### src/common/lmm_defs.svh
`ifndef LMM_DEFS_SVH
`define LMM_DEFS_SVH

// ==========================================
// Register byte offsets
`define LMM_OFS_CTRL 12'h000
`define LMM_OFS_MUTE_T 12'h004
`define LMM_OFS_BYP_T 12'h008
`define LMM_OFS_TOL_ABS 12'h00C
`define LMM_OFS_TOL_REL 12'h010
`define LMM_OFS_TOL_T 12'h014
`define LMM_OFS_STAT 12'h018
`define LMM_OFS_LIM_ON 12'h020
`define LMM_OFS_LIM_OFF 12'h030

// ==========================================
// Control register fields
`define LMM_F_MUTE_EN 0
`define LMM_F_BYP_EN 1
`define LMM_F_TLIM_EN 2
`define LMM_F_MAN_RST 3
`define LMM_F_WARN_OFF 4
`define LMM_F_DUAL 5
`define LMM_F_TOL_LSB 6
`define LMM_F_CONS_LSB 9
`define LMM_F_NLIM_LSB 12
`define LMM_CTRL_RST 32'h0000_0014

// ==========================================
// Limits and timing
`define LMM_MUTE_MAX_S 16'h1C20
`define LMM_BYP_MAX_MIN 16'h0258
`define LMM_TOL_MAX_MS 16'hEA60
`define LMM_MS_PER_S 26'h00003E8
`define LMM_MS_PER_MIN 26'h000EA60
`define LMM_PCT_DIV 40'h00_0000_0064
`define LMM_CLK_HZ 40000000
`define LMM_TICK_MS 1

`endif

### src/common/lmm_pkg.sv
`default_nettype none
package lmm_pkg;
    // Analog value in thousandths
    typedef logic signed [31:0] lmm_val_t;
    // Tolerance combination
    typedef enum logic [2:0] {
        LMM_TOL_NONE = 3'h0,
        LMM_TOL_ABS = 3'h1,
        LMM_TOL_REL = 3'h2,
        LMM_TOL_OR = 3'h3,
        LMM_TOL_AND = 3'h4
    } lmm_tol_t;
    // Consolidation method
    typedef enum logic [2:0] {
        LMM_CONS_AVG = 3'h0,
        LMM_CONS_IN1 = 3'h1,
        LMM_CONS_IN2 = 3'h2,
        LMM_CONS_HI = 3'h3,
        LMM_CONS_LO = 3'h4
    } lmm_cons_t;
endpackage : lmm_pkg
`default_nettype wire

### src/hw/lmm_top.sv
// The address map and the APB slave port were chosen for this implementation.
`timescale 1ns/10ps
`default_nettype none
`include "lmm_defs.svh"
// Contract
// - mute rising edge holds releases already high
// - releases set during muting are not held
// - mute falling edge ends muting
// - mute input used without debounce
// - mute time limit ends muting, max 7200 s
// - mute high at start does not mute
// - bypass rising edge forces all enabled releases high
// - bypass falling edge ends bypass
// - bypass input used without debounce
// - bypass time limit ends bypass, max 600 min
// - bypass high at start does not bypass
// - fault or chosen warning forces releases low
// - error clears automatically or on reset pulse
// - consolidate input1, input2, higher, lower, average
// - excess deviation sets error, drops release
// - tolerance time delays deviation error
// - STOP to START grants release for tolerance time
// - relative tolerance is value times percent over 100
// - OR combination uses the smaller tolerance
// - AND combination uses the larger tolerance
// - up to four limits, undershoot only
// - separate switch-on and switch-off thresholds
module lmm_top #(
    parameter int NLIM = 4,
    parameter int TICK_CYC = (`LMM_CLK_HZ / 1000) * `LMM_TICK_MS
) (
    // Clock and reset
    input wire logic pclk,
    input wire logic presetn,
    // APB slave
    input wire logic psel,
    input wire logic penable,
    input wire logic pwrite,
    input wire logic [11:0] paddr,
    input wire logic [31:0] pwdata,
    output logic [31:0] prdata,
    output logic pready,
    output logic pslverr,
    // Sensors
    input wire lmm_pkg::lmm_val_t val_1,
    input wire lmm_pkg::lmm_val_t val_2,
    input wire logic sensor_fault,
    input wire logic range_warn,
    // Control inputs
    input wire logic mute_in,
    input wire logic bypass_in,
    input wire logic err_reset_in,
    input wire logic run_in,
    // Outputs
    output logic [NLIM-1:0] rel_out,
    output logic rel_cond,
    output logic mute_active,
    output logic bypass_active,
    output logic error_out,
    output logic warn_out,
    output logic reset_req
);
    import lmm_pkg::*;

    // ==========================================
    // Parameter checks
    if (NLIM < 1 || NLIM > 4) begin : g_bad_nlim
        $error("NLIM must be 1 to 4");
    end
    if (TICK_CYC < 1 || TICK_CYC > 65535) begin : g_bad_tick
        $error("TICK_CYC must be 1 to 65535");
    end

    // ==========================================
    // Register file
    logic [31:0] ctrl_q, ctrl_d;
    logic [15:0] mute_t_q, mute_t_d, byp_t_q, byp_t_d, tol_t_q, tol_t_d;
    logic [31:0] tol_abs_q, tol_abs_d;
    logic [7:0] tol_rel_q, tol_rel_d;
    lmm_val_t lim_on_q [NLIM], lim_on_d [NLIM];
    lmm_val_t lim_off_q [NLIM], lim_off_d [NLIM];
    logic [31:0] prdata_d, stat;
    logic hit, setup, wr;
    logic [1:0] idx;

    assign setup = psel & ~penable;
    assign wr = psel & penable & pwrite & ~pslverr;
    assign idx = paddr[3:2];
    assign pready = 1'b1;
    assign pslverr = psel & penable & ~hit;

    // Address decode and read mux
    always_comb begin
        hit = 1'b1;
        prdata_d = prdata;
        case (paddr)
            `LMM_OFS_CTRL: prdata_d = ctrl_q;
            `LMM_OFS_MUTE_T: prdata_d = {16'h0000, mute_t_q};
            `LMM_OFS_BYP_T: prdata_d = {16'h0000, byp_t_q};
            `LMM_OFS_TOL_ABS: prdata_d = tol_abs_q;
            `LMM_OFS_TOL_REL: prdata_d = {24'h00_0000, tol_rel_q};
            `LMM_OFS_TOL_T: prdata_d = {16'h0000, tol_t_q};
            `LMM_OFS_STAT: prdata_d = stat;
            default: begin
                hit = 1'b0;
                prdata_d = 32'h0000_0000;
                if (32'(idx) < NLIM && paddr[11:4] == `LMM_OFS_LIM_ON >> 4) begin
                    hit = 1'b1;
                    prdata_d = lim_on_q[idx];
                end
                if (32'(idx) < NLIM && paddr[11:4] == `LMM_OFS_LIM_OFF >> 4) begin
                    hit = 1'b1;
                    prdata_d = lim_off_q[idx];
                end
            end
        endcase
        if (!setup) begin
            prdata_d = prdata;
        end
    end

    // Register writes, times clamped to their maxima
    always_comb begin
        ctrl_d = ctrl_q;
        mute_t_d = mute_t_q;
        byp_t_d = byp_t_q;
        tol_abs_d = tol_abs_q;
        tol_rel_d = tol_rel_q;
        tol_t_d = tol_t_q;
        lim_on_d = lim_on_q;
        lim_off_d = lim_off_q;
        if (wr) begin
            case (paddr)
                `LMM_OFS_CTRL: ctrl_d = {18'h0_0000, pwdata[13:0]};
                `LMM_OFS_MUTE_T: mute_t_d = (pwdata[15:0] > `LMM_MUTE_MAX_S) ?
                    `LMM_MUTE_MAX_S : pwdata[15:0];
                `LMM_OFS_BYP_T: byp_t_d = (pwdata[15:0] > `LMM_BYP_MAX_MIN) ?
                    `LMM_BYP_MAX_MIN : pwdata[15:0];
                `LMM_OFS_TOL_ABS: tol_abs_d = pwdata;
                `LMM_OFS_TOL_REL: tol_rel_d = pwdata[7:0];
                `LMM_OFS_TOL_T: tol_t_d = (pwdata[15:0] > `LMM_TOL_MAX_MS) ?
                    `LMM_TOL_MAX_MS : pwdata[15:0];
                default: begin
                    if (paddr[11:4] == `LMM_OFS_LIM_ON >> 4) begin
                        lim_on_d[idx] = pwdata;
                    end
                    if (paddr[11:4] == `LMM_OFS_LIM_OFF >> 4) begin
                        lim_off_d[idx] = pwdata;
                    end
                end
            endcase
        end
    end

    always_ff @(posedge pclk or negedge presetn) begin
        if (!presetn) begin
            ctrl_q <= `LMM_CTRL_RST;
            mute_t_q <= 16'h0000;
            byp_t_q <= 16'h0000;
            tol_abs_q <= 32'h0000_0000;
            tol_rel_q <= 8'h00;
            tol_t_q <= 16'h0000;
            prdata <= 32'h0000_0000;
            for (int i = 0; i < NLIM; i++) begin
                lim_on_q[i] <= 32'h0000_0000;
                lim_off_q[i] <= 32'h0000_0000;
            end
        end else begin
            ctrl_q <= ctrl_d;
            mute_t_q <= mute_t_d;
            byp_t_q <= byp_t_d;
            tol_abs_q <= tol_abs_d;
            tol_rel_q <= tol_rel_d;
            tol_t_q <= tol_t_d;
            prdata <= prdata_d;
            lim_on_q <= lim_on_d;
            lim_off_q <= lim_off_d;
        end
    end

    // ==========================================
    // Configuration fields
    logic mute_en, byp_en, tlim_en, man_rst, warn_off, dual;
    lmm_tol_t tol_type;
    lmm_cons_t cons_type;
    logic [NLIM-1:0] mask;
    assign mute_en = ctrl_q[`LMM_F_MUTE_EN];
    assign byp_en = ctrl_q[`LMM_F_BYP_EN];
    assign tlim_en = ctrl_q[`LMM_F_TLIM_EN];
    assign man_rst = ctrl_q[`LMM_F_MAN_RST];
    assign warn_off = ctrl_q[`LMM_F_WARN_OFF];
    assign dual = ctrl_q[`LMM_F_DUAL];
    assign tol_type = lmm_tol_t'(ctrl_q[`LMM_F_TOL_LSB +: 3]);
    assign cons_type = lmm_cons_t'(ctrl_q[`LMM_F_CONS_LSB +: 3]);

    // ==========================================
    // Consolidation and tolerance arithmetic
    lmm_val_t cons;
    logic [32:0] sum, diff, cons_mag;
    logic [39:0] rel_tol;
    logic exc_abs, exc_rel, tol_exc;
    logic [NLIM-1:0] cmp;

    always_comb begin
        sum = {val_1[31], val_1} + {val_2[31], val_2};
        diff = (val_1 >= val_2) ? {val_1[31], val_1} - {val_2[31], val_2}
                                : {val_2[31], val_2} - {val_1[31], val_1};
        case (cons_type)
            LMM_CONS_IN1: cons = val_1;
            LMM_CONS_IN2: cons = val_2;
            LMM_CONS_HI: cons = (val_1 >= val_2) ? val_1 : val_2;
            LMM_CONS_LO: cons = (val_1 >= val_2) ? val_2 : val_1;
            default: cons = lmm_val_t'(sum[32:1]);
        endcase
        if (!dual) begin
            cons = val_1;
        end
        cons_mag = cons[31] ? 33'(-{cons[31], cons}) : {1'b0, cons};
        rel_tol = ({7'h00, cons_mag} * {32'h0000_0000, tol_rel_q}) / `LMM_PCT_DIV;
        exc_abs = {7'h00, diff} > {8'h00, tol_abs_q};
        exc_rel = {7'h00, diff} > rel_tol;
        case (tol_type)
            LMM_TOL_ABS: tol_exc = exc_abs;
            LMM_TOL_REL: tol_exc = exc_rel;
            LMM_TOL_OR: tol_exc = exc_abs | exc_rel;
            LMM_TOL_AND: tol_exc = exc_abs & exc_rel;
            default: tol_exc = 1'b0;
        endcase
        tol_exc = tol_exc & dual;
    end

    // One hysteresis comparator per limit
    for (genvar g = 0; g < NLIM; g++) begin : g_lim
        assign mask[g] = (g <= int'(ctrl_q[`LMM_F_NLIM_LSB +: 2]));
        lmm_hyst u_hyst (
            .pclk(pclk),
            .presetn(presetn),
            .en(mask[g]),
            .value(cons),
            .on_thr(lim_on_q[g]),
            .off_thr(lim_off_q[g]),
            .pass_q(cmp[g])
        );
    end

    // ==========================================
    // Mute, bypass, error and release state
    logic [15:0] tick_q, tick_d, tol_cnt_q, tol_cnt_d, grace_cnt_q, grace_cnt_d;
    logic [25:0] mute_cnt_q, mute_cnt_d, byp_cnt_q, byp_cnt_d, mute_lim, byp_lim;
    logic tick_ms, mute_prev_q, byp_prev_q, rst_prev_q, run_prev_q;
    logic mute_act_q, mute_act_d, byp_act_q, byp_act_d, grace_q, grace_d;
    logic err_q, err_d, cause, tol_err, mute_to, byp_to, mute_rise, byp_rise;
    logic [NLIM-1:0] held_q, held_d, rel_d;

    // Edges taken straight from the inputs, no filtering
    assign mute_rise = mute_in & ~mute_prev_q;
    assign byp_rise = bypass_in & ~byp_prev_q;
    assign mute_lim = {10'h000, mute_t_q} * `LMM_MS_PER_S;
    assign byp_lim = {10'h000, byp_t_q} * `LMM_MS_PER_MIN;
    assign mute_to = tlim_en & (mute_t_q != 16'h0000) & (mute_cnt_q >= mute_lim);
    assign byp_to = tlim_en & (byp_t_q != 16'h0000) & (byp_cnt_q >= byp_lim);
    assign tol_err = tol_exc & ~grace_q & (tol_cnt_q >= tol_t_q);
    assign cause = sensor_fault | (range_warn & warn_off) | tol_err;

    always_comb begin
        tick_ms = (tick_q == 16'(TICK_CYC - 1));
        tick_d = tick_ms ? 16'h0000 : tick_q + 16'h0001;
        // Muting: hold only releases high at the edge
        mute_act_d = mute_act_q;
        held_d = held_q;
        if (!mute_en || (!mute_in && mute_prev_q) || mute_to) begin
            mute_act_d = 1'b0;
        end else if (mute_rise) begin
            mute_act_d = 1'b1;
            held_d = rel_out;
        end
        mute_cnt_d = (!mute_act_d || mute_rise) ? 26'h000_0000 :
            mute_cnt_q + {25'h000_0000, tick_ms};
        // Bypass
        byp_act_d = byp_act_q;
        if (!byp_en || (!bypass_in && byp_prev_q) || byp_to) begin
            byp_act_d = 1'b0;
        end else if (byp_rise) begin
            byp_act_d = 1'b1;
        end
        byp_cnt_d = (!byp_act_d || byp_rise) ? 26'h000_0000 :
            byp_cnt_q + {25'h000_0000, tick_ms};
        // Deviation timer
        tol_cnt_d = 16'h0000;
        if (tol_exc) begin
            tol_cnt_d = tol_cnt_q + {15'h0000, tick_ms & (tol_cnt_q != 16'hFFFF)};
        end
        // Start-up window after STOP to START
        grace_d = grace_q & run_in & (grace_cnt_q < tol_t_q);
        grace_cnt_d = grace_cnt_q + {15'h0000, tick_ms};
        if (run_in && !run_prev_q && dual && tol_t_q != 16'h0000) begin
            grace_d = 1'b1;
            grace_cnt_d = 16'h0000;
        end
        // Error: a new cause wins over a clear
        err_d = cause | (err_q & man_rst & ~(err_reset_in & ~rst_prev_q));
        // Release priority: bypass, error, start-up window, evaluation with muting
        if (byp_act_d) begin
            rel_d = mask;
        end else if (err_d) begin
            rel_d = '0;
        end else if (grace_d) begin
            rel_d = mask;
        end else begin
            rel_d = mask & (cmp | (mute_act_d ? held_d : '0));
        end
    end

    always_ff @(posedge pclk or negedge presetn) begin
        if (!presetn) begin
            tick_q <= 16'h0000;
            mute_prev_q <= 1'b1;
            byp_prev_q <= 1'b1;
            rst_prev_q <= 1'b1;
            run_prev_q <= 1'b0;
            mute_act_q <= 1'b0;
            byp_act_q <= 1'b0;
            mute_cnt_q <= 26'h000_0000;
            byp_cnt_q <= 26'h000_0000;
            held_q <= '0;
            tol_cnt_q <= 16'h0000;
            grace_q <= 1'b0;
            grace_cnt_q <= 16'h0000;
            err_q <= 1'b0;
            rel_out <= '0;
            rel_cond <= 1'b0;
            warn_out <= 1'b0;
            reset_req <= 1'b0;
        end else begin
            tick_q <= tick_d;
            mute_prev_q <= mute_in;
            byp_prev_q <= bypass_in;
            rst_prev_q <= err_reset_in;
            run_prev_q <= run_in;
            mute_act_q <= mute_act_d;
            byp_act_q <= byp_act_d;
            mute_cnt_q <= mute_cnt_d;
            byp_cnt_q <= byp_cnt_d;
            held_q <= held_d;
            tol_cnt_q <= tol_cnt_d;
            grace_q <= grace_d;
            grace_cnt_q <= grace_cnt_d;
            err_q <= err_d;
            rel_out <= rel_d;
            rel_cond <= |(cmp & mask);
            warn_out <= range_warn;
            reset_req <= err_d & ~cause & man_rst;
        end
    end

    assign mute_active = mute_act_q;
    assign bypass_active = byp_act_q;
    assign error_out = err_q;
    assign stat = {22'h00_0000, grace_q, reset_req, err_q, byp_act_q, mute_act_q,
        1'b0, 4'(rel_out)};
endmodule : lmm_top
`default_nettype wire

### src/hw/lmm_hyst.sv
`timescale 1ns/10ps
`default_nettype none
module lmm_hyst (
    // Clock and reset
    input wire logic pclk,
    input wire logic presetn,
    // Comparison
    input wire logic en,
    input wire lmm_pkg::lmm_val_t value,
    input wire lmm_pkg::lmm_val_t on_thr,
    input wire lmm_pkg::lmm_val_t off_thr,
    output logic pass_q
);
    import lmm_pkg::*;

    logic pass_d;

    // Undershoot monitor: on above switch-on, off below switch-off
    always_comb begin
        pass_d = pass_q;
        if (!en) begin
            pass_d = 1'b0;
        end else if (value >= on_thr) begin
            pass_d = 1'b1;
        end else if (value < off_thr) begin
            pass_d = 1'b0;
        end
    end

    always_ff @(posedge pclk or negedge presetn) begin
        if (!presetn) begin
            pass_q <= 1'b0;
        end else begin
            pass_q <= pass_d;
        end
    end
endmodule : lmm_hyst
`default_nettype wire

### config.mk
export PLATFORM = sky130hd
export DESIGN_NAME = lmm_top
export DESIGN_NICKNAME = d
export VERILOG_FILES = /design/src/common/lmm_pkg.sv /design/src/hw/lmm_top.sv /design/src/hw/lmm_hyst.sv
export VERILOG_INCLUDE_DIRS = /design/src /design/src/common
export SDC_FILE = /design/constraint.sdc
export NUM_CORES = 2
export LEC_CHECK = 0
export BUFFER_PORTS_ARGS = -buffer_cell sky130_fd_sc_hd__buf_2
export CAP_MARGIN = 20
export CORE_ASPECT_RATIO = 1.75
export CORE_MARGIN = 5
export CORE_UTILIZATION = 45
export DETAILED_ROUTE_END_ITERATION = 7
export PLACE_DENSITY_LB_ADDON = 0.05
export SETUP_SLACK_MARGIN = 0.2
export SYNTH_ARGS = -nofsm -noshare
export SYNTH_HDL_FRONTEND = slang
export SYNTH_HIERARCHICAL = 1
export SYNTH_SLANG_ARGS = --single-unit
export TNS_END_PERCENT = 20
### constraint.sdc
create_clock -name pclk -period 61.4 [get_ports pclk]
set_input_delay 9.21 -clock pclk [delete_from_list [all_inputs] [get_ports pclk]]
set_output_delay 9.21 -clock pclk [all_outputs]
set_load 0.1 [all_outputs]
==> summary.txt <==
Floorplanning
  • Row count: 176
  • Die area: 140300 um^2
  • Die X: 285.3 um
  • Die height: 491.8 um
  • Core Area: 131700 um^2
  • Starting Density: 45.33%
  • Ports: 163

Worst setup path
  • Crit Path Category: primary input to flip-flop
  • Required time of the critical path: 61950 ps
  • CP Max Fanout: 27
  • CP max stage delay: 860 ps
  • CP max stage cell: a22oi_1
  • CP most frequent cell: a21oi_1
  • CP arrival: 51820 ps
  • Setup crit end kind: flip-flop
  • CP Launch Type: primary input

Timing
  • RSZ-0062 raised after global routing: false
  • Period utilisation layout: 83.50%
  • Setup Skew: 13.17 ps
  • Fmax: 19.51 MHz
  • Setup_tns: 0 ps
  • Final hold vios: 0
  • Max-slew violation count: 0
  • Period minus WS final: 51270 ps
  • Worst-Margin Slew: 1225 ps
  • Max_slew headroom: 17.73%
  • Endpoints failing setup: 0

Global routing
  • Global-route usage over all layers: 31.21%
  • Gr ovfl total: 0
  • Largest net degree at the start of global routing: 158
  • First-pass GRT wire length: 336.1 mm
  • Vias in the first global route: 52720
  • Initial antenna violation count: 12

Synth
  • Post-synthesis compound-gate area fraction: 18.24%
  • Sequential share of the synthesized area: 21.52%
  • Gate Count Post-Synth: 6671
  • Syn_area_per_cell: 8.948 um^2
  • Most common flop cell mapped by yosys: dfrtp_1
  • Netlist cell types: 140
  • Mux cell area share after synthesis: 9.061%
  • Post-synth EDFFs: 0
  • Syn. warnings: 6
  • Synth async-reset ratio: 100.0%
  • Adder-Cell Fraction of Synth Area: 24.31%
  • Synth Area in XOR/XNOR: 5.045%
  • Simple-Gate Fraction of Synth Area: 15.61%
  • Largest family of logic cells by synthesized area: adder cells
  • #FFs+latches synth: 513
  • Mapped Area: 59690 um^2

Final layout
  • Most common cell after layout, fill and taps aside: inv_1
  • Fin cells: 8483
  • Layout area overhead: 7.722%
  • Most frequent cells in the layout: inv_1, ha_1, dfrtp_1
  • Layout cells sized above 1: 13.39%
  • Filler cell count: 12930
  • Nets: 7837

Clocking
  • Clk sinks: 513
  • PostCTS Resize Cnt: 0
  • Clock root cell: clkbuf_16
  • Max H-tree Level: 2
  • Clock buffer depth: 3
  • TritonCTS clock tree: built
  • Reg clk slew, reported paths: 70 ps
  • Hold Buf Count CTS: 0
  • Post-CTS setup buffer count: 0
  • Clock Latency Late Sink: 630 ps
  • CTS buffer count: 47

Detailed routing
  • Antenna viol nets, final: 0
  • Iter 0 DRT Violations: 3092
  • Via/cell ratio: 6.051
  • # DRC: 0
  • Drt total wl: 225.1 mm
  • TritonRoute pass-1 iters: 5
  • Via count: 51330
  • Routed wire length per instance: 26.54 um

Placement
  • Placer Congestion: 0.9832
  • Cell Count Post-Placement: 8389
  • IO Port Bufs: 161
  • Hpwl dp: 179.3 mm

Flow run
  • Max_cap viols: 0

Run status
  • Status: complete, no violations

Hold path
  • Min-delay worst type: flip-flop to flip-flop
cells in the mapped netlist (27+ instances only):
library cell	count	area, um^2
o21ai_1	37	185.2
o22ai_1	47	294.0
ha_1	673	8421
o21ai_0	335	1677
nand2b_1	83	519.3
mux2_2	295	3322
a31oi_1	53	331.6
fa_1	296	5926
o211ai_1	59	442.9
dfrtp_1	508	12710
and2_1	168	1051
xnor2_1	205	1795
and3_1	47	294.0
o31ai_1	27	202.7
clkbuf_1	200	750.7
or3_1	29	181.4
a21oi_1	389	1947
a221oi_1	32	280.3
xor2_1	119	1042
a211oi_1	41	307.8
a22oi_1	29	217.7
nand2_1	450	1689
nor2b_1	140	875.8
nand3_1	153	765.7
nor2_1	435	1633
inv_1	710	2665
mux2i_1	55	550.5
o21bai_1	42	315.3
nand4_1	127	794.5
a21o_1	170	1276
mux4_2	64	1441
nor3_1	77	385.4
nor4_1	28	175.2
worst paths after layout:
path,slack (ps),cells after the start,start,to
max,10130,151,val_1[1],rel_out[0]
min,480,1,tick_q[4],tick_q[4]
max reg2reg,21910,127,ctrl_q[11],rel_out[0]
min reg2reg,480,1,tick_q[4],tick_q[4]
max in group asynchronous,50650,3,presetn,lim_off_q[24]
min in group asynchronous,8490,1,presetn,byp_cnt_q[18]
through the flow:
| step | util (%) | cell area [um^2] | worst slack, ps | hold WS, ps |
|---|---|---|---|---|
| finish | 48.83 | 64300 | 10130 | 477.9 |
| global route | 48.82 | 64300 | 7274 | 482.9 |
| CTS | 48.81 | 64280 | 10400 | 477.2 |
| detailed placement | 47.58 | 62650 | 9846 | 465.2 |
| global placement | 47.54 | 62610 | 9937 | 462.3 |
| floorplan | - | 59730 | 19240 | 438.7 |
cells by family (layout without fill, tap and decap cells):
| family | Yosys count | after routing |
|---|---|---|
| AOI/OAI and AO/OA | 1593 | 1593 |
| xor gates and xnor gates | 334 | 334 |
| adders and majority gates | 985 | 985 |
| buffers and inverters | 972 | 1079 |
| DFF | 513 | 513 |
| muxes | 420 | 420 |
| other | 2 | 16 |
| and+or+nand+nor | 1852 | 1852 |
cell type report:
class | count | area, um^2 | share of cell area [%]
tap | 1691 | 2116 | 3.290
sequential | 513 | 12840 | 19.98
clock buffer | 63 | 1346 | 2.094
inverter | 721 | 2706 | 4.209
multi-input combinational | 5195 | 43330 | 67.38
antenna | 5 | 12.51 | 0.01946
clock inverter | 24 | 280.3 | 0.4359
timing repair buffer | 271 | 1668 | 2.594
critical path, delay by kind of cell:
family,cells,cell delay (ps)
muxes,1,240
AOI/OAI and AO/OA,78,21700
and+or+nand+nor,41,11540
adders and majority gates,9,3820
buffers and inverters,12,1840
xor gates and xnor gates,10,3390
sequential cells by signal, summed over array words and instances, names as in the netlist, 8 cells and up:
name / flops
byp_cnt_q: 26
byp_t_q: 16
ctrl_q: 14
grace_cnt_q: 16
lim_off_q: 128
lim_on_q: 128
mute_cnt_q: 26
mute_t_q: 16
prdata: 32
tick_q: 16
tol_abs_q: 32
tol_cnt_q: 16
tol_rel_q: 8
tol_t_q: 16
routing by layer:
layer | global-route usage (%) | vias up | wire (um)
met2 | 58.40 | 1456 | 117200
met4 | 17.73 | 4 | 16230
li1 | - | 23700 | -
met3 | 2.995 | 517 | 9300
met5 | 0 | - | 27
met1 | 34.23 | 25650 | 82380
Power is left out: the tool's default activity adds up to more than one toggle a clock period on the data nets, which glitch-free logic cannot reach.
